`src/core/ccrc_defs.svh`:
```
// Purpose: offsets, field positions, reset values and timing counts for clock/reset control
// Assumes: included by bare name from the design files
// Notes:   offsets are register indices on the plain register port
`ifndef CCRC_DEFS_SVH
`define CCRC_DEFS_SVH

`define CCRC_ADDR_W          4
`define CCRC_OFF_PWRCTL      4'h0
`define CCRC_OFF_STATUS      4'h1
`define CCRC_OFF_RATIO       4'h2

// power management control fields
`define CCRC_PM_MULT_LSB     0
`define CCRC_PM_MULT_W       6
`define CCRC_PM_DIV_LSB      6
`define CCRC_PM_DIV_W        4
`define CCRC_PM_PINSEL_BIT   12
`define CCRC_PM_USER_MASK    32'h0000_13FF
`define CCRC_PM_RESET        32'h0000_0000

// start-up multiplier per ratio code
`define CCRC_MULT_RATIO0     6'h03
`define CCRC_MULT_RATIO1     6'h10
`define CCRC_MULT_RATIO2     6'h08
`define CCRC_DIV_RESET       4'h1

// lock wait in input clock cycles
`define CCRC_LOCK_CYCLES     4096
`define CCRC_LOCK_W          13

`endif

```
`src/core/ccrc_pkg.sv`:
```
// Purpose: types for clock/reset control
// Assumes: constants come from ccrc_defs.svh
// Notes:   none
package ccrc_pkg;

  typedef enum logic [1:0] {
    CCRC_HOLD = 2'b00,
    CCRC_LOCK = 2'b01,
    CCRC_RUN  = 2'b11
  } ccrc_state_t;

  typedef struct packed {
    logic [3:0] div;
    logic [5:0] mult;
  } ccrc_pll_t;

  typedef struct packed {
    logic [3:0]  addr;
    logic [31:0] wdata;
    logic        wr;
    logic        rd;
  } ccrc_bus_t;

endpackage

```
`src/core/ccrc_sync2.sv`:
```
// Purpose: two flip-flop synchroniser for pin levels
// Assumes: one clock, synchronous active high reset
// Notes:   first stage is read only by the second stage
module ccrc_sync2 #(
  parameter int W = 1
) (
  // clock and reset
  input  wire logic         mclk,
  input  wire logic         rst,
  // level in and out
  input  wire logic [W-1:0] din,
  output logic      [W-1:0] dout
);

  logic [W-1:0] stage1_r;
  logic [W-1:0] stage2_r;

  always_ff @(posedge mclk) begin
    if (rst) begin
      stage1_r <= '0;
      stage2_r <= '0;
    end else begin
      stage1_r <= din;
      stage2_r <= stage1_r;
    end
  end

  assign dout = stage2_r;

endmodule

```
`src/core/ccrc_top.sv`:
```
// Purpose: core clock source/ratio select, pll programming, lock hold-off and shared reset/clock out pin
// Assumes: mclk stands for the input clock; pll clock arrives as a sampled pin level
// Notes:   start ratio is caught from the pins at the release of reset, not from software
`include "ccrc_defs.svh"
module ccrc_top (
  // clock and reset
  input  wire logic        mclk,
  input  wire logic        rst,
  // pins
  input  wire logic [1:0]  coreRatioSelect,
  input  wire logic        resetInN,
  input  wire logic        pllClockIn,
  output logic             resetOrClockOut,
  // core side
  output logic             coreResetN,
  output logic             useRefClock,
  output logic [5:0]       pllMult,
  output logic [3:0]       pllDiv,
  output logic             ratioReserved,
  // register port
  input  wire logic [3:0]  regAddr,
  input  wire logic [31:0] regWdata,
  input  wire logic        regWr,
  input  wire logic        regRd,
  output logic [31:0]      regRdata
);

  logic [1:0]  ratioPins;
  logic        resetInSync;
  logic        pllClkSync;

  ccrc_sync2 #(.W(4)) u_sync (
    .mclk (mclk),
    .rst  (rst),
    .din  ({coreRatioSelect, resetInN, pllClockIn}),
    .dout ({ratioPins, resetInSync, pllClkSync})
  );

  // pin ratio decode, used for both startup load and status view
  function automatic logic [5:0] ratio_mult(input logic [1:0] code);
    case (code)
      2'b00:   ratio_mult = `CCRC_MULT_RATIO0;
      2'b01:   ratio_mult = `CCRC_MULT_RATIO1;
      2'b10:   ratio_mult = `CCRC_MULT_RATIO2;
      default: ratio_mult = 6'h00;
    endcase
  endfunction

  ccrc_pkg::ccrc_state_t state_r;
  ccrc_pkg::ccrc_state_t state_nxt;
  logic [`CCRC_LOCK_W-1:0] lockCnt_r;
  logic [`CCRC_LOCK_W-1:0] lockCnt_nxt;
  logic [31:0]             pwrCtl_r;
  logic [31:0]             pwrCtl_nxt;
  logic [1:0]              ratioCode_r;
  logic                    reserved_r;
  logic                    coreResetN_r;
  logic                    pinOut_r;
  logic                    useRef_r;
  logic [31:0]             rdata_r;
  logic [31:0]             rdata_nxt;

  wire logic inReset   = ~resetInSync;
  wire logic lockDone  = (lockCnt_r == `CCRC_LOCK_W'(`CCRC_LOCK_CYCLES - 1));
  wire logic running   = (state_r == ccrc_pkg::CCRC_RUN);
  wire logic wrPm      = regWr & (regAddr == `CCRC_OFF_PWRCTL) & running;
  wire logic pinIsClk  = pwrCtl_r[`CCRC_PM_PINSEL_BIT];

  // hold while reset pin is low, count lock time after it rises
  always_comb begin
    state_nxt   = state_r;
    lockCnt_nxt = lockCnt_r;
    case (state_r)
      ccrc_pkg::CCRC_HOLD: begin
        lockCnt_nxt = '0;
        if (!inReset) begin
          state_nxt = ccrc_pkg::CCRC_LOCK;
        end
      end
      ccrc_pkg::CCRC_LOCK: begin
        lockCnt_nxt = lockCnt_r + `CCRC_LOCK_W'(1);
        if (lockDone) begin
          state_nxt = ccrc_pkg::CCRC_RUN;
        end
      end
      ccrc_pkg::CCRC_RUN: begin
        lockCnt_nxt = lockCnt_r;
      end
      default: begin
        state_nxt = ccrc_pkg::CCRC_HOLD;
      end
    endcase
    if (inReset) begin
      state_nxt   = ccrc_pkg::CCRC_HOLD;
      lockCnt_nxt = '0;
    end
  end

  // software owns the pll fields only once the core runs; pins seed them on reset release
  ccrc_pkg::ccrc_pll_t startPll;
  assign startPll.mult = ratio_mult(ratioPins);
  assign startPll.div  = `CCRC_DIV_RESET;

  always_comb begin
    pwrCtl_nxt = pwrCtl_r;
    if (state_r == ccrc_pkg::CCRC_HOLD) begin
      pwrCtl_nxt = `CCRC_PM_RESET;
      pwrCtl_nxt[`CCRC_PM_MULT_LSB +: `CCRC_PM_MULT_W] = startPll.mult;
      pwrCtl_nxt[`CCRC_PM_DIV_LSB +: `CCRC_PM_DIV_W]   = startPll.div;
    end else if (wrPm) begin
      pwrCtl_nxt = regWdata & `CCRC_PM_USER_MASK;
    end
  end

  always_comb begin
    case (regAddr)
      `CCRC_OFF_PWRCTL: rdata_nxt = pwrCtl_r;
      `CCRC_OFF_STATUS: rdata_nxt = {28'h0000000, ratioReserved, useRef_r, running, coreResetN_r};
      `CCRC_OFF_RATIO:  rdata_nxt = {24'h000000, ratio_mult(ratioCode_r), ratioCode_r};
      default:          rdata_nxt = 32'h0000_0000;
    endcase
    if (!regRd) begin
      rdata_nxt = 32'h0000_0000;
    end
  end

  always_ff @(posedge mclk) begin
    if (rst) begin
      state_r      <= ccrc_pkg::CCRC_HOLD;
      lockCnt_r    <= '0;
      pwrCtl_r     <= `CCRC_PM_RESET;
      ratioCode_r  <= 2'h0;
      reserved_r   <= 1'b0;
      coreResetN_r <= 1'b0;
      pinOut_r     <= 1'b0;
      useRef_r     <= 1'b0;
      rdata_r      <= 32'h0000_0000;
    end else begin
      state_r      <= state_nxt;
      lockCnt_r    <= lockCnt_nxt;
      pwrCtl_r     <= pwrCtl_nxt;
      rdata_r      <= rdata_nxt;
      coreResetN_r <= (state_nxt == ccrc_pkg::CCRC_RUN);
      // pins are latched only while held, so they cannot change the ratio later
      if (state_r == ccrc_pkg::CCRC_HOLD) begin
        ratioCode_r <= ratioPins;
        useRef_r    <= (ratioPins == 2'b11);
        reserved_r  <= (ratioPins == 2'b11);
      end
      // reset mode mirrors the core reset; clock mode forwards pll clock
      pinOut_r <= pwrCtl_nxt[`CCRC_PM_PINSEL_BIT] ? pllClkSync : (state_nxt == ccrc_pkg::CCRC_RUN);
    end
  end

  assign coreResetN      = coreResetN_r;
  assign resetOrClockOut = pinOut_r;
  assign useRefClock     = useRef_r;
  assign pllMult         = pwrCtl_r[`CCRC_PM_MULT_LSB +: `CCRC_PM_MULT_W];
  assign pllDiv          = pwrCtl_r[`CCRC_PM_DIV_LSB +: `CCRC_PM_DIV_W];
  assign ratioReserved   = reserved_r;
  assign regRdata        = rdata_r;

  // counts cycles in lock state, for the timing check
  logic [`CCRC_LOCK_W-1:0] lockSeen_r;
  always_ff @(posedge mclk) begin
    if (rst || state_r != ccrc_pkg::CCRC_LOCK) begin
      lockSeen_r <= '0;
    end else begin
      lockSeen_r <= lockSeen_r + `CCRC_LOCK_W'(1);
    end
  end

  a_lock_exit_count: assert property (@(posedge mclk) disable iff (rst)
    (state_r == ccrc_pkg::CCRC_LOCK && state_nxt == ccrc_pkg::CCRC_RUN) |-> lockSeen_r == 13'h0FFF)
    else $error("lock left at wrong count");
  a_core_held_early: assert property (@(posedge mclk) disable iff (rst)
    $rose(coreResetN) |-> $past(lockSeen_r) == 13'h0FFF)
    else $error("core released before lock");
  a_reset_forces_hold: assert property (@(posedge mclk) disable iff (rst)
    inReset |=> state_r == ccrc_pkg::CCRC_HOLD ##1 !coreResetN)
    else $error("reset input did not hold core");
  a_pin_reset_mode: assert property (@(posedge mclk) disable iff (rst)
    (!pinIsClk && running && $past(running)) |-> resetOrClockOut)
    else $error("reset out mode not following core");
  a_pin_default: assert property (@(posedge mclk) disable iff (rst)
    (state_r == ccrc_pkg::CCRC_HOLD) |=> !pinIsClk)
    else $error("pin not reset out after reset");
  a_sw_write_pll: assert property (@(posedge mclk) disable iff (rst)
    (wrPm && !inReset) |=> pllMult == $past(regWdata[5:0]) && pllDiv == $past(regWdata[9:6]))
    else $error("pll write not taken");
  a_pinsel_write: assert property (@(posedge mclk) disable iff (rst)
    (wrPm && !inReset) |=> pinIsClk == $past(regWdata[12]))
    else $error("pin select write not taken");
  a_startup_ratio: assert property (@(posedge mclk) disable iff (rst)
    (state_r == ccrc_pkg::CCRC_HOLD && !inReset && ratioPins == 2'b01) |=> pllMult == 6'h10)
    else $error("startup ratio wrong");
  a_ref_select: assert property (@(posedge mclk) disable iff (rst)
    (state_r == ccrc_pkg::CCRC_HOLD) |=> useRefClock == ($past(ratioPins) == 2'b11))
    else $error("clock source select wrong");

  c_reach_run:   cover property (@(posedge mclk) disable iff (rst) $rose(coreResetN));
  c_clock_mode:  cover property (@(posedge mclk) disable iff (rst) running && pinIsClk);
  c_pll_rewrite: cover property (@(posedge mclk) disable iff (rst) wrPm);

endmodule

```
`config.mk`:
```
export PLATFORM = sky130hd
export DESIGN_NAME = ccrc_top
export DESIGN_NICKNAME = d
export VERILOG_FILES = /design/src/core/ccrc_pkg.sv /design/src/core/ccrc_sync2.sv /design/src/core/ccrc_top.sv
export VERILOG_INCLUDE_DIRS = /design/src /design/src/core
export SDC_FILE = /design/constraint.sdc
export NUM_CORES = 1
export LEC_CHECK = 0
export BUFFER_PORTS_ARGS = -buffer_cell sky130_fd_sc_hd__buf_2
export CELL_PAD_IN_SITES_DETAIL_PLACEMENT = 0
export CELL_PAD_IN_SITES_GLOBAL_PLACEMENT = 1
export CORE_ASPECT_RATIO = 0.7
export CORE_MARGIN = 3
export CORE_UTILIZATION = 35
export CTS_CLUSTER_SIZE = 20
export DETAILED_ROUTE_END_ITERATION = 10
export PLACE_DENSITY_LB_ADDON = 0.1
export SLEW_MARGIN = 20
export SYNTH_ARGS = -nofsm -noshare
export SYNTH_HDL_FRONTEND = slang
export SYNTH_SLANG_ARGS = --single-unit
export TNS_END_PERCENT = 10
```
`constraint.sdc`:
```
create_clock -name mclk -period 1.92 [get_ports mclk]
set_input_delay 0 -clock mclk [delete_from_list [all_inputs] [get_ports mclk]]
set_output_delay 0 -clock mclk [all_outputs]
set_load 0.02 [all_outputs]
```
# Yosys cells after proc, flatten, opt, wreduce, memory -nomap -nowiden
# Index checks and enable logic that the tools add are counted.
# word_totals
elab_cells	47
ramBits	0
memories	0
register_bits	71
output_inout_bits	46
inputBits	44
latch_bits	0
rom_bits	0
# op_classes
eq_ne	11
muxes	10
reduce_logical	9
div_mod_pow	0
n_shift	0
mul	0
bitwise_logic	4
order_cmp	0
addsub	1
# ops
operator	n
$pmux W13 S3	1
$pmux W5 S3	2
$mux W13	2
$pmux W13 S2	1
$add A13 B1 Y13 const B	1
$eq A13 B12 Y1 const B	1
$eq A2 B2 Y1 const B	5
$eq A2 B1 Y1 const B	3
$logic_not A2 Y1	3
$pmux W2 S3	1
$reduce_or A2 Y1	3
$eq A4 B1 Y1 const B	1
$eq A4 B2 Y1 const B	1
$logic_not A4 Y1	1
$mux W2	2
$reduce_bool A2 Y1	2
$and A1 B1 Y1	2
$not A1 Y1	2
$mux W1	1

# Logic depth before layout (Yosys ltp)
# depth
word_depth	6
mapped_depth	6
mapped_depth_nobuf	5

# Hierarchy
# A second synthesis with hierarchy kept.
# unflattened
cells_unflattened	245
hier_area_um2	2199.6
# by_module_without_submodules
mod	seq_area_each_um2	n_inst	area_each_um2	cells_each
ccrc_top	840.8	1	1989.4	229
ccrc_sync2	160.2	1	210.2	16

# Worst setup path before layout
# Ideal clock, no wire load.
# synth_timing
path_type	reg2reg
from	reg state_r[0]
to	reg pinOut_r, in the netlist resetOrClockOut
path_slack_ns	0.463
arrival_ns	1.336
setup_ns	0.121
path_stages_with_launch	6
required_time_ns	1.799
cell_sequence	dfxtp_1 > buf_2 > or2_2 > and2_1 > mux2i_1 > mux2_2
# synth_between
elab_chain_cells	5
elab_cells_between_ends	11
# synth_lines
item	line	text
start: declaration	ccrc_top.sv:49	ccrc_pkg::ccrc_state_t state_r;
start signal: assignment	ccrc_top.sv:129	state_r <= ccrc_pkg::CCRC_HOLD;
start signal: assignment	ccrc_top.sv:139	state_r <= state_nxt;
$eq A2 B2 Y1, or another cell as far along	ccrc_top.sv:65, ccrc_top.sv:73	
$pmux W2 S3 or $and A1 B1 Y1 (tied branches)	ccrc_top.sv:73, ccrc_top.sv:66	
$mux W2 or $mux W13 (tied branches)	ccrc_top.sv:93, ccrc_top.sv:110	
$eq A2 B2 Y1 or $mux W13 (tied branches)	ccrc_top.sv:151, ccrc_top.sv:106	
$mux W1 *	ccrc_top.sv:151	pinOut_r <= pwrCtl_nxt[`CCRC_PM_PINSEL_BIT] ? pllClkSync : (state_nxt == ccrc_pkg::CCRC_RUN);
end signal: assignment	ccrc_top.sv:151	
end: declaration	ccrc_top.sv:58	logic pinOut_r;
# Mark *: on every way between the ends. The rest lies on a longest branch, timed or not. The select of a mux whose other input is x is not followed.
# A chain may end at the register's enable or synchronous reset.

# Worst setup path after layout
# layout_timing
from	reg state_r[1]
to	reg pinOut_r, in the netlist resetOrClockOut
# Same word-level chain as after synthesis.

==> results.sh <==
export IMPL_status="finished, final reports clean"
export IMPL_place_congestion=0.688
export IMPL_cts_resized=0
export IMPL_die_x_um=101
export IMPL_fin_skew_ns=0.00936
export IMPL_cts_path_max_buffers=2
export IMPL_dominantRegCellSynth="dfxtp_1"
export IMPL_layout_min_cycle_time_ns=1.56
export IMPL_met3_length_um=367
export IMPL_nFillCells=587
export IMPL_required_ns=2.11
export IMPL_yosysUniqueCellTypes=37
export IMPL_multi_input_area_um2=982
export IMPL_cts_root_buf="clkbuf_8"
export IMPL_finalSetupTns_ns=0
export IMPL_ant_nets=0
export IMPL_highest_layer="met4"
export IMPL_synth_edf_count=0
export IMPL_vias=1667
export IMPL_critPathKind="reg -> reg"
export IMPL_clock_sinks=50
export IMPL_std_cell_rows=23
export IMPL_n_antenna_cell=0
export IMPL_routed_wl_um=4680
export IMPL_drtPass1Iterations=5
export IMPL_final_hold_viol_count=0
export IMPL_postCtsHoldBufs=12
export IMPL_wire_per_inst_um=12.6
export IMPL_start_util_pct=37.5
export IMPL_power_leakage_nw=1.05
export IMPL_drc_errors=0
export IMPL_power_density_mw_per_mm2=753
export IMPL_groute_usage_overall_pct=13.1
export IMPL_grt_remaining_overflow=0
export IMPL_synthCells=247
export IMPL_post_route_worst_setup_slack_ns=0.359
export IMPL_numCtsBuffers=5
export IMPL_hp_class="in -> reg"
export IMPL_yosysSeqAreaShare_pct=45.0
export IMPL_die_h_um=72.7
export IMPL_wl_met1_um=2570
export IMPL_drt_iter0_markers=70
export IMPL_grt_pass1_vias=1514
export IMPL_rsz0062_at_grt="no"
export IMPL_avgSynthCellArea_um2=9.01
export IMPL_route_met2_wl_um=1710
export IMPL_placedCellCount=351
export IMPL_nNetsFinal=340
export IMPL_fp_coreArea_mm2=0.00593
export IMPL_ir_drop_uv=308
export IMPL_drv_slew=0
export IMPL_worstPathMaxFanout=14
export IMPL_grt_pass1_wl_um=7600
export IMPL_setup_violations=0
export IMPL_netlist_area_mm2=0.00223
export IMPL_fmax_ghz=0.641
export IMPL_area_growth_pct=16.6
export IMPL_clk_latency_ns=0.30
export IMPL_hpwl_um=3340
export IMPL_ios=90
export IMPL_hold_worst_slack_ns=0.0139
export IMPL_path_clk_slew_ns=0.09
export IMPL_pre_cts_ws_ns=0.373
export IMPL_async_flop_share_pct=0
export IMPL_via_per_inst=4.49
export IMPL_layout_drive_gt1_share_pct=22.3
export IMPL_cts_tree="yes"
export IMPL_synth_seq_cells=50
export IMPL_die_area_mm2=0.00737
export IMPL_layout_cells_non_filler=371
export IMPL_ff_latch_area_mm2=0.00100
export IMPL_numPortBuffers=47
export IMPL_finalPower_mw=1.95
export IMPL_finalCritPeriodShare_pct=81.3
export IMPL_cts_setup_buffers=0
export IMPL_start_kind="flip-flop"
export IMPL_antenna_found_initial=0
export IMPL_drv_cap=0
export IMPL_critPathArrivalTime_ns=1.75
export IMPL_htree_levels=2
export IMPL_end_kind="flip-flop"
export IMPL_yosysWarnings=0
export IMPL_grt_max_degree=23
[placed cells by master (no fill, tap or decap), drive strengths merged]
cell type	Yosys	layout
o22ai	2	2
nand2b	4	4
a21oi	16	16
xnor2	8	8
ha	1	1
clkbuf	6	6
a21boi	1	1
nand3b	3	3
or4b	1	1
or2	2	2
buf	37	52
conb	1	21
o21ai	2	2
mux2	1	1
a31oi	3	3
xor2	1	1
nor2	20	20
and3b	1	1
dlygate4sd3	0	12
or3	4	4
a32o	2	2
clkinvlp	0	1
bufinv	0	1
nor4	6	6
nand3	11	11
nand4	2	2
and2	6	6
mux2i	8	8
inv	4	4
nand2	17	17
nor3	12	12
dfxtp	50	50
nor2b	13	13
and4	1	1
a22oi	1	1
[cells by family after synthesis]
family / count (synthesis) / share of synthesized area [%]
flops: 50 / 45.0
mux: 9 / 4.10
simple gates: 103 / 25.2
compound gates: 27 / 7.20
buf+inv: 47 / 14.3
fa+ha+maj: 1 / 0.562
xor+xnor: 9 / 3.54
other cells: 1 / 0.168
[worst max-delay path: stages (launching register included)]
cell,delay [ns]
dfxtp_1,0.45
or2_2,0.36
and2_1,0.16
mux2i_1,0.14
mux2_2,0.35
[synth_stat cells, drive strengths merged, types with 6 or more instances]
| cell | n | share of area (%) |
|---|---|---|
| nor2b | 13 | 3.7 |
| clkbuf | 6 | 1.0 |
| buf | 37 | 13 |
| nand2 | 17 | 2.9 |
| and2 | 6 | 1.7 |
| dfxtp | 50 | 45 |
| nor4 | 6 | 2.4 |
| xnor2 | 8 | 3.1 |
| mux2i | 8 | 3.6 |
| nand3 | 11 | 2.7 |
| nor2 | 20 | 3.4 |
| a21oi | 16 | 3.6 |
| nor3 | 12 | 2.9 |
[power by group]
group	leakage [nW]	switching, mW	total (mW)	internal, mW
Combinational	0.590	0.0935	0.154	0.0600
Sequential	0.406	0.0125	1.06	1.05
Clock	0.0514	0.347	0.736	0.389
[flip-flops by register name (all words and copies together) (netlist names)]
name and flops:
resetOrClockOut 1, useRefClock 1, regRdata 11, state_r 2, u_sync.dout 4, u_sync.stage1_r 4
ratioCode_r 2, coreResetN 1, lockCnt_r 13, pwrCtl_r 11
[per-stage QoR]
stage / instance area (um2) / util [%]
floorplan: 2300 / -
global placement: 2360 / 39.9
detailed placement: 2360 / 39.9
CTS: 2590 / 43.8
global route: 2590 / 43.8
finish: 2590 / 43.8
[layout make-up]
cell class / instances / area share [%]
clock inverter: 2 / 1.45
sequential: 50 / 38.6
multi-input combinational: 170 / 37.8
clock buffer: 6 / 2.80
timing repair buffer: 64 / 15.1
tap: 75 / 3.62
inverter: 4 / 0.579
[per-layer routing]
layer	vias up	global-route usage, %
li1	871	-
met3	2	4.49
met1	733	19.8
met4	0	3.54
met2	61	17.5
met5	-	0
[final timing paths]
kind | from | depth (start not counted) | end | slack [ns]
worst max-delay path | state_r[1] | 4 | resetOrClockOut | 0.36
worst min-delay path | regWdata[8] | 3 | pwrCtl_r[8] | 0.01
worst min register to register | u_sync.stage1_r[1] | 1 | u_sync.dout[1] | 0.44
worst max register to register | state_r[1] | 4 | resetOrClockOut | 0.36
Note: power is estimated with default switching activity, not from simulation.
